$ cat src/smbus_seq_regs.svh
`ifndef SMBUS_SEQ_REGS_SVH
`define SMBUS_SEQ_REGS_SVH
`define CLK_PERIOD_NS 8
`define SCL_HALF_NS 5000
`define PHASE_LAST_START 4'h3
`define PHASE_LAST_STOP 4'h2
`define PHASE_SCL_HIGH 4'h1
`define PHASE_SDA_LOW 4'h2
`define ADDR_DIR_BIT 0
`endif

$ cat src/smbus_seq_pkg.sv
`default_nettype none
package smbus_seq_pkg;
  typedef enum logic [2:0] {ST_IDLE, ST_START, ST_DATA, ST_ACK, ST_HOLD, ST_STOP} seq_state_t;
  typedef struct packed {
    logic master_flag;
    logic transmit_direction_flag;
    logic start_request_bit;
    logic stop_request_bit;
  } status_vector_t;
  typedef struct packed {
    logic start_request_bit;
    logic stop_request_bit;
    logic ack_bit;
  } control_write_t;
endpackage
`default_nettype wire

$ cat src/smbus_transfer_mode_sequencer.sv
`timescale 1ns/1ps
`default_nettype none
`include "smbus_seq_regs.svh"
// What this block does
// - four modes; master from generated start until stop or lost arbitration
// - byte event raised before ack when receiving, after ack when sending
// - master transmit: start, address with write direction, acknowledged data bytes
// - master transfer ends when software sets stop request, then stop sent, or when arbitration is lost
// - no buffer write after master transmit event switches to master receive
// - master receive: start, address with read direction, clock in slave data
// - each byte received as master sets ack request; ack bit 1 acks, 0 nacks
// - buffer write while active master receiver leaves master receive
// - uninhibited slave address match with write sets ack request and event
// - nacked slave address suppresses slave events until next start
// - slave receiver sets ack request for each byte; leaves slave receive on stop
// - buffer write while active slave receiver switches to slave transmit
// - address with read sets ack request; after ack and load, transmit bytes
// - no buffer write after slave transmit event falls back to slave receive
// - status vector is master, transmit direction, start request, stop request
// - status 1110 without ack request marks a generated master start
// - after ack: load, stop, stop plus start, repeated start, or receive
// - bytes go out most significant bit first and land the same way
// - ack request clears after each acknowledge cycle
module smbus_transfer_mode_sequencer #(
  parameter int SCL_HALF_NS = `SCL_HALF_NS,
  parameter int CLK_PERIOD_NS = `CLK_PERIOD_NS,
  parameter int DATA_W = 8
) (
  input wire logic clk_i,
  input wire logic rst_i,
  input wire logic scl_i,
  output logic scl_o,
  output logic scl_oe_o,
  input wire logic sda_i,
  output logic sda_o,
  output logic sda_oe_o,
  input wire logic [6:0] own_address_i,
  input wire logic slave_inhibit_bit_i,
  input wire logic control_write_i,
  input wire smbus_seq_pkg::control_write_t control_i,
  input wire logic byte_event_clear_i,
  input wire logic buffer_write_i,
  input wire logic [DATA_W-1:0] buffer_data_i,
  output smbus_seq_pkg::status_vector_t status_vector_o,
  output logic ack_request_flag_o,
  output logic arbitration_lost_flag_o,
  output logic ack_received_o,
  output logic byte_event_o,
  output logic [DATA_W-1:0] serial_byte_buffer_o,
  output logic rx_valid_o,
  output logic [DATA_W-1:0] rx_data_o,
  input wire logic rx_ready_i
);
  // half scl period is a least time, so round up
  localparam logic [15:0] HALF_CYC = 16'((SCL_HALF_NS + CLK_PERIOD_NS - 1) / CLK_PERIOD_NS);
  localparam logic [3:0] BITS = 4'(DATA_W);

  smbus_seq_pkg::seq_state_t state_reg, state_next;
  logic [3:0] cnt_reg, cnt_next;
  logic [15:0] div_reg, div_next;
  logic scl_hi_reg, scl_hi_next, scl_oe_reg, scl_oe_next, sda_oe_reg, sda_oe_next;
  logic [DATA_W-1:0] shift_reg, shift_next, wdata_reg, wdata_next;
  logic master_reg, master_next, txdir_reg, txdir_next;
  logic start_req_reg, start_req_next, stop_req_reg, stop_req_next;
  logic ack_bit_reg, ack_bit_next, ack_request_flag_reg, ack_request_flag_next, arb_reg, arb_next;
  logic si_reg, si_next, ackrx_reg, ackrx_next, addr_reg, addr_next;
  logic suppress_reg, suppress_next, wrp_reg, wrp_next, pushp_reg, pushp_next;
  logic out_v_reg, out_v_next, sp_v_reg, sp_v_next;
  logic [DATA_W-1:0] out_d_reg, out_d_next, sp_d_reg, sp_d_next;
  logic scl_s1, scl_s2, scl_s3, sda_s1, sda_s2, sda_s3;
  logic tick, rise_ev, fall_ev, start_det, stop_det, own_cond, match, advance, push;

  always_ff @(posedge clk_i or posedge rst_i) begin
    if (rst_i) begin
      {scl_s1, scl_s2, scl_s3, sda_s1, sda_s2, sda_s3} <= 6'h3f;
    end else begin
      {scl_s1, scl_s2, scl_s3} <= {scl_i, scl_s1, scl_s2};
      {sda_s1, sda_s2, sda_s3} <= {sda_i, sda_s1, sda_s2};
    end
  end

  assign tick = (div_reg == HALF_CYC - 16'h1);
  // master paces bits from its divider, a slave follows edges seen on the line
  assign rise_ev = master_reg ? (tick && !scl_hi_reg) : (scl_s2 && !scl_s3);
  assign fall_ev = master_reg ? (tick && scl_hi_reg) : (!scl_s2 && scl_s3);
  assign start_det = scl_s2 && scl_s3 && sda_s3 && !sda_s2;
  assign stop_det = scl_s2 && scl_s3 && !sda_s3 && sda_s2;
  assign own_cond = master_reg || state_reg == smbus_seq_pkg::ST_START
                    || state_reg == smbus_seq_pkg::ST_STOP;
  assign match = (shift_reg[DATA_W-1:1] == own_address_i) && !slave_inhibit_bit_i
                 && !suppress_reg;

  always_comb begin
    state_next = state_reg;
    cnt_next = cnt_reg;
    scl_hi_next = scl_hi_reg;
    sda_oe_next = sda_oe_reg;
    shift_next = shift_reg;
    master_next = master_reg;
    txdir_next = txdir_reg;
    start_req_next = start_req_reg;
    stop_req_next = stop_req_reg;
    ack_bit_next = ack_bit_reg;
    ack_request_flag_next = ack_request_flag_reg;
    arb_next = arb_reg;
    si_next = si_reg;
    ackrx_next = ackrx_reg;
    addr_next = addr_reg;
    suppress_next = suppress_reg;
    pushp_next = pushp_reg;
    push = 1'b0;
    advance = 1'b0;
    wrp_next = wrp_reg || (buffer_write_i && si_reg);
    wdata_next = (buffer_write_i && si_reg) ? buffer_data_i : wdata_reg;
    div_next = (tick || (scl_hi_reg && !scl_s2)) ? 16'h0 : div_reg + 16'h1;
    if (control_write_i) begin
      start_req_next = control_i.start_request_bit;
      stop_req_next = control_i.stop_request_bit;
      ack_bit_next = control_i.ack_bit;
    end
    if (byte_event_clear_i) begin
      si_next = 1'b0;
      arb_next = 1'b0;
    end
    case (state_reg)
      smbus_seq_pkg::ST_IDLE: begin
        div_next = 16'h0;
        if (start_req_next) begin
          state_next = smbus_seq_pkg::ST_START;
          cnt_next = 4'h0;
        end
      end
      smbus_seq_pkg::ST_START: begin
        scl_hi_next = (cnt_reg == `PHASE_SCL_HIGH) || (cnt_reg == `PHASE_SDA_LOW);
        sda_oe_next = (cnt_reg >= `PHASE_SDA_LOW);
        if (tick) begin
          cnt_next = cnt_reg + 4'h1;
          if (cnt_reg == `PHASE_LAST_START) begin
            master_next = 1'b1;
            txdir_next = 1'b1;
            si_next = 1'b1;
            addr_next = 1'b1;
            state_next = smbus_seq_pkg::ST_HOLD;
          end
        end
      end
      smbus_seq_pkg::ST_DATA: begin
        if (master_reg && tick) begin
          scl_hi_next = !scl_hi_reg;
        end
        if (rise_ev) begin
          shift_next = {shift_reg[DATA_W-2:0], sda_s2};
          cnt_next = cnt_reg + 4'h1;
          // a released one read back low means another master won
          if (master_reg && txdir_reg && shift_reg[DATA_W-1] && !sda_s2) begin
            arb_next = 1'b1;
            master_next = 1'b0;
            txdir_next = 1'b0;
            si_next = 1'b1;
            state_next = smbus_seq_pkg::ST_IDLE;
          end
        end else if (fall_ev) begin
          if (cnt_reg != BITS) begin
            sda_oe_next = txdir_reg && !shift_reg[DATA_W-1];
          end else if (addr_reg && !master_reg) begin
            if (match) begin
              si_next = 1'b1;
              ack_request_flag_next = 1'b1;
              start_req_next = 1'b1;
              state_next = smbus_seq_pkg::ST_HOLD;
            end else begin
              state_next = smbus_seq_pkg::ST_IDLE;
            end
          end else if (txdir_reg) begin
            sda_oe_next = 1'b0;
            state_next = smbus_seq_pkg::ST_ACK;
          end else begin
            ack_request_flag_next = 1'b1;
            pushp_next = 1'b1;
            state_next = smbus_seq_pkg::ST_HOLD;
          end
        end
      end
      smbus_seq_pkg::ST_ACK: begin
        if (master_reg && tick) begin
          scl_hi_next = !scl_hi_reg;
        end
        if (rise_ev && txdir_reg) begin
          ackrx_next = !sda_s2;
        end else if (fall_ev) begin
          if (txdir_reg) begin
            si_next = 1'b1;
            state_next = smbus_seq_pkg::ST_HOLD;
          end else begin
            sda_oe_next = 1'b0;
            ack_request_flag_next = 1'b0;
            if (addr_reg && !master_reg && !ack_bit_reg) begin
              suppress_next = 1'b1;
              state_next = smbus_seq_pkg::ST_IDLE;
            end else begin
              advance = 1'b1;
            end
          end
        end
      end
      smbus_seq_pkg::ST_HOLD: begin
        div_next = 16'h0;
        // a full receive buffer keeps the bus stretched until it drains
        if (pushp_reg && !sp_v_reg) begin
          push = 1'b1;
          pushp_next = 1'b0;
          si_next = 1'b1;
        end
        if (si_reg && byte_event_clear_i) begin
          if (ack_request_flag_reg) begin
            sda_oe_next = ack_bit_next;
            state_next = smbus_seq_pkg::ST_ACK;
          end else begin
            advance = 1'b1;
          end
        end
      end
      smbus_seq_pkg::ST_STOP: begin
        scl_hi_next = (cnt_reg != 4'h0);
        sda_oe_next = (cnt_reg != `PHASE_LAST_STOP);
        if (tick) begin
          cnt_next = cnt_reg + 4'h1;
          if (cnt_reg == `PHASE_LAST_STOP) begin
            master_next = 1'b0;
            txdir_next = 1'b0;
            stop_req_next = 1'b0;
            cnt_next = 4'h0;
            state_next = start_req_next ? smbus_seq_pkg::ST_START : smbus_seq_pkg::ST_IDLE;
          end
        end
      end
      default: state_next = smbus_seq_pkg::ST_IDLE;
    endcase
    if (advance) begin
      addr_next = 1'b0;
      cnt_next = 4'h0;
      if (master_reg && stop_req_next) begin
        state_next = smbus_seq_pkg::ST_STOP;
      end else if (master_reg && start_req_next) begin
        state_next = smbus_seq_pkg::ST_START;
      end else if (wrp_next) begin
        txdir_next = 1'b1;
        shift_next = wdata_next;
        wrp_next = 1'b0;
        sda_oe_next = !wdata_next[DATA_W-1];
        state_next = smbus_seq_pkg::ST_DATA;
      end else begin
        txdir_next = 1'b0;
        sda_oe_next = 1'b0;
        state_next = smbus_seq_pkg::ST_DATA;
      end
    end
    if (!own_cond && start_det) begin
      suppress_next = 1'b0;
      txdir_next = 1'b0;
      addr_next = 1'b1;
      cnt_next = 4'h0;
      sda_oe_next = 1'b0;
      state_next = smbus_seq_pkg::ST_DATA;
    end else if (!own_cond && stop_det && state_reg != smbus_seq_pkg::ST_IDLE) begin
      txdir_next = 1'b0;
      sda_oe_next = 1'b0;
      state_next = smbus_seq_pkg::ST_IDLE;
    end
    if (state_next == smbus_seq_pkg::ST_IDLE) begin
      scl_hi_next = 1'b1;
      sda_oe_next = 1'b0;
    end else if (state_next == smbus_seq_pkg::ST_HOLD) begin
      scl_hi_next = 1'b0;
    end
    scl_oe_next = 1'b0;
    if (state_next == smbus_seq_pkg::ST_HOLD) begin
      scl_oe_next = 1'b1;
    end else if (state_next != smbus_seq_pkg::ST_IDLE && (master_next
                 || state_next == smbus_seq_pkg::ST_START
                 || state_next == smbus_seq_pkg::ST_STOP)) begin
      scl_oe_next = !scl_hi_next;
    end
  end

  always_comb begin
    out_v_next = out_v_reg;
    out_d_next = out_d_reg;
    sp_v_next = sp_v_reg;
    sp_d_next = sp_d_reg;
    if (out_v_reg && rx_ready_i) begin
      out_v_next = sp_v_reg;
      out_d_next = sp_d_reg;
      sp_v_next = 1'b0;
    end
    if (push) begin
      if (!out_v_next) begin
        out_v_next = 1'b1;
        out_d_next = shift_reg;
      end else begin
        sp_v_next = 1'b1;
        sp_d_next = shift_reg;
      end
    end
  end

  always_ff @(posedge clk_i or posedge rst_i) begin
    if (rst_i) begin
      state_reg <= smbus_seq_pkg::ST_IDLE;
      cnt_reg <= 4'h0;
      div_reg <= 16'h0;
      scl_hi_reg <= 1'b1;
      scl_oe_reg <= 1'b0;
      sda_oe_reg <= 1'b0;
      shift_reg <= '0;
      wdata_reg <= '0;
      {master_reg, txdir_reg, start_req_reg, stop_req_reg} <= 4'h0;
      {ack_bit_reg, ack_request_flag_reg, arb_reg, si_reg, ackrx_reg} <= 5'h00;
      {addr_reg, suppress_reg, wrp_reg, pushp_reg} <= 4'h0;
      {out_v_reg, sp_v_reg} <= 2'h0;
      out_d_reg <= '0;
      sp_d_reg <= '0;
    end else begin
      state_reg <= state_next;
      cnt_reg <= cnt_next;
      div_reg <= div_next;
      scl_hi_reg <= scl_hi_next;
      scl_oe_reg <= scl_oe_next;
      sda_oe_reg <= sda_oe_next;
      shift_reg <= shift_next;
      wdata_reg <= wdata_next;
      {master_reg, txdir_reg} <= {master_next, txdir_next};
      {start_req_reg, stop_req_reg} <= {start_req_next, stop_req_next};
      {ack_bit_reg, ack_request_flag_reg, arb_reg} <= {ack_bit_next, ack_request_flag_next, arb_next};
      {si_reg, ackrx_reg} <= {si_next, ackrx_next};
      {addr_reg, suppress_reg, wrp_reg, pushp_reg} <=
        {addr_next, suppress_next, wrp_next, pushp_next};
      {out_v_reg, sp_v_reg} <= {out_v_next, sp_v_next};
      out_d_reg <= out_d_next;
      sp_d_reg <= sp_d_next;
    end
  end

  assign scl_o = 1'b0;
  assign sda_o = 1'b0;
  assign scl_oe_o = scl_oe_reg;
  assign sda_oe_o = sda_oe_reg;
  assign status_vector_o = {master_reg, txdir_reg, start_req_reg, stop_req_reg};
  assign ack_request_flag_o = ack_request_flag_reg;
  assign arbitration_lost_flag_o = arb_reg;
  assign ack_received_o = ackrx_reg;
  assign byte_event_o = si_reg;
  assign serial_byte_buffer_o = shift_reg;
  assign rx_valid_o = out_v_reg;
  assign rx_data_o = out_d_reg;
endmodule
`default_nettype wire

$ cat config.mk
export PLATFORM = sky130hd
export DESIGN_NAME = smbus_transfer_mode_sequencer
export DESIGN_NICKNAME = d
export VERILOG_FILES = /design/src/smbus_seq_pkg.sv /design/src/smbus_transfer_mode_sequencer.sv
export VERILOG_INCLUDE_DIRS = /design/src
export SDC_FILE = /design/constraint.sdc
export NUM_CORES = 1
export LEC_CHECK = 0
export BUFFER_PORTS_ARGS = -buffer_cell sky130_fd_sc_hd__buf_2
export CORE_UTILIZATION = 50
export CTS_CLUSTER_SIZE = 16
export DETAILED_ROUTE_END_ITERATION = 10
export PLACE_DENSITY = 0.72
export SETUP_SLACK_MARGIN = 0.2
export SLEW_MARGIN = 30
export SYNTH_ARGS = -nofsm -noshare
export SYNTH_HDL_FRONTEND = slang
export SYNTH_SLANG_ARGS = --single-unit
$ cat constraint.sdc
create_clock -name clk_i -period 3.05 [get_ports clk_i]
set_input_delay 0.1525 -clock clk_i [delete_from_list [all_inputs] [get_ports clk_i]]
set_output_delay 0.1525 -clock clk_i [all_outputs]
set_load 0.02 [all_outputs]
==> qor.txt, run 1 <==
worst path cell trace -> inv_1 > ha_1 > and4bb_1 > nand4_2 > or2_1 > o2111ai_1 > a41oi_2 > o31ai_2 > a21oi_2 > o221a_1
PortBufs -> 53
main flop type after synthesis -> dfrtp_1
Critical Path Max Stage Delay -> 0.42 ns
Yosys reg bits -> 79
first-pass GRT wire length -> 16,700 um
drc violations -> 0
Worst Tran Pin Value -> 0.660 ns
Syn-to-layout area delta -> 14.1%
CP Max Fanout -> 4
crit start category -> flop
CP max-delay cell -> dfrtp_1
clock root buffer master -> clkbuf_8
VDD IR-drop max -> 0.508 mV
# IOs -> 56
status -> complete, no violations
Relative slew margins -> 55.6%
# setup viols final -> 0
Total GRT Usage -> 24.4%
PwrDens -> 759 nW/um^2
clock buffer depth -> 2
initial antenna violation count -> 0
Inserted Clock Buffers -> 9
number of global-route vias before repair -> 3,367
grt ovf -> 0
Seq. cell area -> 1990 sq um
Setup TNS -> 0 ns
Final ANT Viol Nets -> 0
CP Data Required Time -> 3.29 ns
Multi-input gate area -> 2240 sq um
detailed-route via count -> 3,451
TritonRoute pass-1 iters -> 5
max-slew violations -> 0
CTS tree -> yes
R2R depth -> 10
hold slack -> 0.0539 ns
total of max-cap violations -> 0
1st-iter DRT viols -> 217
Starting Density -> 52.5%
yosys warns -> 0
Tcrit/Tclk final -> 88.4%
Final Net Count -> 528
routed len/inst -> 16.5 um
final hold vios -> 0
fmax -> 371 MHz
clock skew -> 0.0120 ns
share of cells above drive strength 1 -> 26.8%
unrepaired setup endpoints after global routing -> false
Unique masters post-synth -> 76
H-tree Lvls -> 3
Setup crit end kind -> flop
Post-Syn Area -> 4380 sq um
Gate Count Post-Synth -> 430
fill count -> 718
Final min period -> 2.69 ns
CTS sink cnt -> 79
P_leak -> 2.34 nW
clk_lat worst skew -> 0.35 ns
crit path kind -> flop to flop
Die H -> 95.6 um
DPL Wire Length -> 7410 um
worst min path class -> primary input to flop
CTS clk-pin slew, worst paths -> 0.09 ns
async set-or-reset flop fraction in the synthesized netlist -> 100%
core area -> 8340 sq um
Data arrival, critical path -> 2.93 ns
die area -> 9130 sq um
Die Width -> 95.6 um
drt total wl -> 10000 um
gpl congestion -> 0.945
Post-synth EDFFs -> 0
routed vias/inst -> 5.70
row count -> 33
Worst Hold Path Cells -> 2
largest net degree at the start of global routing -> 66
Mean Syn Cell Area -> 10.2 sq um
Seq/Total Area, Yosys -> 45.4%
ANT cells -> 0
max reg flops -> 16
==> metrics by stage <==
stage          setup WS [ns]  cell area (sq um)  cells  power [W]  utilization [%]
2_1_floorplan          0.636               4380    431    0.00264                -
3_3_place_gp           0.398               4750    583    0.00305             57.0
3_5_place_dp           0.305               4760    583    0.00308             57.0
4_1_cts                0.273               4960    602    0.00379             59.4
5_1_grt                0.204               4990    605    0.00404             59.9
6_report               0.355               4990    605    0.00379             59.9
==> placed cells by master, fill, tap and decap left out, drive strengths merged, types with 4 or more instances in the layout <==
| cell | instances |
|---|---|
| o22ai | 4 |
| dfstp | 7 |
| a21oi | 26 |
| o21ai | 18 |
| dfrtp | 72 |
| o31ai | 5 |
| nor2b | 6 |
| xnor2 | 9 |
| nor3b | 4 |
| nor2 | 49 |
| clkinv | 4 |
| or3 | 4 |
| mux2 | 17 |
| nand4 | 4 |
| nor3 | 14 |
| and3 | 6 |
| xor2 | 12 |
| mux2i | 18 |
| nor4 | 8 |
| nand2b | 5 |
| a31oi | 7 |
| buf | 64 |
| nand3 | 13 |
| clkbuf | 11 |
| nand2 | 36 |
| inv | 21 |
| ha | 6 |
==> cells in the mapped netlist, types with 7 or more instances <==
| library cell | n | area share, % |
|---|---|---|
| nor3_1 | 11 | 1.3 |
| buf_4 | 7 | 1.2 |
| nand2_1 | 36 | 3.1 |
| dfrtp_1 | 72 | 41 |
| xnor2_1 | 9 | 1.8 |
| xor2_1 | 12 | 2.4 |
| inv_1 | 18 | 1.5 |
| nor2_1 | 48 | 4.1 |
| dfstp_2 | 7 | 4.2 |
| o21ai_0 | 17 | 1.9 |
| nand3_1 | 13 | 1.5 |
| mux2i_1 | 18 | 4.1 |
| mux2_2 | 17 | 4.4 |
| a21oi_1 | 24 | 2.7 |
==> layout make-up <==
| cell class | count | area share [%] |
|---|---|---|
| multi-input cells | 317 | 44.9 |
| flip-flops and latches | 79 | 39.8 |
| clock inverters | 6 | 0.877 |
| inverters | 20 | 1.60 |
| clock buffers | 10 | 2.56 |
| well taps | 105 | 2.63 |
| repair buffers | 68 | 7.72 |
==> final timing paths <==
| check | startpoint | to | slack (ns) |
|---|---|---|---|
| min in group asynchronous | rst_i | wdata_reg[0]$_DFF_PP0_ | 0.40 |
| worst max register to register | div_reg[0]$_DFF_PP0_ | sda_oe_o$_DFF_PP0_ | 0.36 |
| max in group asynchronous | rst_i | rx_data_o[6]$_DFF_PP0_ | 1.99 |
| worst min register to register | scl_s1$_DFF_PP1_ | scl_s2$_DFF_PP1_ | 0.36 |
| worst min-delay path | control_i[0] | ack_bit_reg$_DFF_PP0_ | 0.05 |
| worst max-delay path | div_reg[0]$_DFF_PP0_ | sda_oe_o$_DFF_PP0_ | 0.36 |
==> worst max-delay path, delay by kind of cell (launching register included) <==
| kind | cells | cell delay, ns |
|---|---|---|
| adder cells (fa/ha/maj) | 1 | 0.15 |
| AND/OR/NAND/NOR | 3 | 0.77 |
| buffers and inverters | 1 | 0.12 |
| AO/OA/AOI/OAI | 5 | 1.12 |
| flip-flops | 1 | 0.42 |
==> what timing repair did <==
item,CTS,global route
setup buffers,0,2
endpoints found under the setup margin,0,13
hold endpoints to repair,59,0
gates resized for setup,0,3
hold buffers,3,0
==> cells by family (layout without fill, tap and decap cells) <==
family,Yosys count,after routing,synth area share (%)
simple gates,163,163,20.4
compound gates,90,90,15.9
flops,79,79,45.4
mux,35,35,8.49
buf+inv,35,104,3.86
xor+xnor,21,21,4.20
fa+ha+maj,6,6,1.72
other cells,1,2,0.0857
==> power breakdown <==
group	switching, W	internal, W
Combinational	0.000888	0.000632
Clock	0.000397	0.000300
Sequential	0.000307	0.00127
Total	0.00159	0.00220
==> layer usage <==
metal  global-route usage, %  routed length [um]  vias to the layer above
met4                    7.46                 132                        0
met1                    34.7                4730                     1662
li1                        -                   -                     1666
met3                    5.42                 535                       10
met2                    36.9                4600                      113
met5                       0                   0                        -
Power figures use the tool's default switching activity.
==> inputs of run 2 (changes only) <==
--- a/config.mk
+++ b/config.mk
@@ -7,6 +7,7 @@
 export NUM_CORES = 1
 export LEC_CHECK = 0
 export BUFFER_PORTS_ARGS = -buffer_cell sky130_fd_sc_hd__buf_2
+export CORE_MARGIN = 5
 export CORE_UTILIZATION = 50
 export CTS_CLUSTER_SIZE = 16
 export DETAILED_ROUTE_END_ITERATION = 10
==> run 2 against run 1 <==
Critical endpoint is now scl_oe_o$_DFF_PP0_. First-iteration DRC count up 25%. Critical path depth up 1. Utilization down 1.9 points.
==> qor.txt, run 2 (synthesis gave the netlist of run 1 again) <==
routed vias/inst -> 5.79 (+1.5%)
share of cells above drive strength 1 -> 26.6% (-0.24 points)
die area -> 10,700 sq um (+17%)
Worst Tran Pin Value -> 0.918 ns (+0.259 ns)
# setup viols final -> 0 (unchanged)
internal power -> 0.00222 W (+0.99%)
worst path cell trace -> inv_1 > ha_1 > and4bb_1 > nand4_2 > nor3_4 > nor3_1 > a211oi_4 > buf_4 > nor3_1 > o2111ai_1 > o211ai_1
CP Max Fanout -> 8 (+4)
Psw -> 0.00165 W (+3.5%)
gpl congestion -> 0.972 (+2.9%)
crit path kind -> flop to flop
crit start category -> flop
initial antenna violation count -> 0 (unchanged)
Setup crit end kind -> flop
delay-heaviest family, CP -> simple AND/OR/NAND/NOR gates
Final Net Count -> 525 (-0.57%)
worst min path class -> primary input to flop
detailed-route via count -> 3,503 (+1.5%)
CP Data Required Time -> 3.28 ns (about the same)
number of global-route vias before repair -> 3,453 (+2.6%)
routed len/inst -> 17.0 um (+3.0%)
CTS sink cnt -> 79 (unchanged)
unrepaired setup endpoints after global routing -> false
ANT cells -> 0 (unchanged)
Post-CTS Setup Bufs -> 0 (unchanged)
DPL Wire Length -> 7800 um (+5.2%)
placed cells -> 586 (+0.51%)
most frequent CP cell -> nor3_1
Final Non-Filler Cells -> 605 (unchanged)
Tcrit/Tclk final -> 88.4% (about the same)
PortBufs -> 53 (unchanged)
PwrDens -> 772 nW/um^2 (+1.8%)
first-pass GRT wire length -> 17,300 um (+3.3%)
Relative slew margins -> 38.5% (-17 points)
clock buffer depth -> 2 (unchanged)
Data arrival, critical path -> 2.92 ns (about the same)
clk_lat worst skew -> 0.36 ns (about the same)
Die H -> 104 um (+8.4%)
drc violations -> 0 (unchanged)
P_leak -> 2.33 nW (about the same)
Area after DPL -> 4770 sq um (+0.37%)
Final ANT Viol Nets -> 0 (unchanged)
largest net degree at the start of global routing -> 48 (-27%)
CTS clk-pin slew, worst paths -> 0.09 ns (about the same)
Sw Ratio -> 42.6% (+0.60 points)
Starting Density -> 50.7% (-1.8 points)
# IOs -> 56 (unchanged)
row count -> 34 (+3.0%)
commonest cells after routing, fill and taps aside -> dfrtp_1 (72), buf_2 (53), nor2_1 (48), nand2_1 (36), a21oi_1 (24)
grt ovf -> 0 (unchanged)
fmax -> 371 MHz (about the same)
TritonRoute pass-1 iters -> 5 (unchanged)
sequential share of power -> 40.0% (-1.5 points)
Inserted Clock Buffers -> 9 (unchanged)
Syn-to-layout area delta -> 14.4%
status -> complete, no violations
total of max-cap violations -> 0 (unchanged)
Critical Path Max Stage Delay -> 0.41 ns (about the same)
clock skew -> 0.0138 ns (+0.00184 ns)
hold slack -> 0.0341 ns (-0.0198 ns)
Total GRT Usage -> 19.5% (-4.9 points)
clock network fraction of total power -> 19.7% (+1.3 points)
max-slew violations -> 0 (unchanged)
drt total wl -> 10,300 um (+3.0%)
Gate power share -> 40.3% (+0.2 points)
H-tree Lvls -> 3 (unchanged)
core area -> 8640 sq um (+3.5%)
VDD IR-drop max -> 0.431 mV (-15%)
Setup TNS -> 0 ns (unchanged)
clock root buffer master -> clkbuf_8
Die Width -> 104 um (+8.4%)
final hold vios -> 0 (unchanged)
Finished Cell Area -> 5000 sq um (+0.23%)
commonest non-fill, non-tap cell in the layout -> dfrtp_1
CP max-delay cell -> dfrtp_1
WP buf/inv -> 2 (+1)
CTS tree -> yes
max reg flops -> 16 (unchanged)
Final min period -> 2.70 ns (+0.000592 ns)
1st-iter DRT viols -> 272 (+25%)
-- run 2: cell types whose count changed in the layout (fill, tap and decap cells not counted), moves of 2 or more --
cell	previous run	this run
buf_4	11	8
clkinv_2	2	0
clkinv_4	2	0
inv_6	2	4
-- run 2: what timing repair did --
action | 4_1_cts | 5_1_grt
hold buffers | 3 | 0
endpoints found under the hold margin | 28 | 0
setup endpoints to repair | 0 | 12
resized for setup | 0 | 2
-- run 2: final cells by class --
| class | instances | area [sq um] |
|---|---|---|
| fill | 752 | 3630 |
| clock buffer | 9 | 124 |
| multi-input combinational | 317 | 2240 |
| tap | 108 | 135 |
| inverter | 20 | 75.1 |
| timing repair buffer | 65 | 375 |
| clock inverter | 7 | 70.1 |
| sequential | 79 | 1990 |
-- run 2: path summary, 6_finish.rpt --
path,from,endpoint,slack [ns],cells past startpoint
worst max-delay path,div_reg[0]$_DFF_PP0_,scl_oe_o$_DFF_PP0_,0.35,11
worst min-delay path,byte_event_clear_i,arbitration_lost_flag_o$_DFF_PP0_,0.03,2
worst max register to register,div_reg[0]$_DFF_PP0_,scl_oe_o$_DFF_PP0_,0.35,11
worst min register to register,sda_s1$_DFF_PP1_,sda_s2$_DFF_PP1_,0.35,0
max in group asynchronous,rst_i,scl_hi_reg$_DFF_PP1_,1.86,4
min in group asynchronous,rst_i,scl_oe_o$_DFF_PP0_,0.45,3
-- run 2: through the flow --
step / setup slack (ns) / util (%) / power [W]
after floorplan: 0.636 / - / 0.00264
after global placement: 0.438 / 55.2 / 0.00305
after detailed placement: 0.302 / 55.3 / 0.00310
after CTS: 0.306 / 57.9 / 0.00387
after global routing: 0.204 / 58.0 / 0.00412
final: 0.355 / 58.0 / 0.00387
-- run 2: layer usage --
layer  vias to the layer above  GRT usage [%]  routed length [um]
li1                       1659              -                   -
met1                      1708           27.4                4660
met2                       119           29.9                4770
met3                        17           4.54                 692
met4                         0           5.90                 173
met5                         -              0                   0
-- run 2: power by group through the flow --
stage	registers, W	clock network (W)	logic [W]
2_1_floorplan	0.00153	0	0.00111
3_3_place_gp	0.00155	0	0.00150
3_5_place_dp	0.00156	0	0.00154
4_1_cts	0.00155	0.000786	0.00154
5_1_grt	0.00158	0.000833	0.00170
6_report	0.00155	0.000763	0.00156
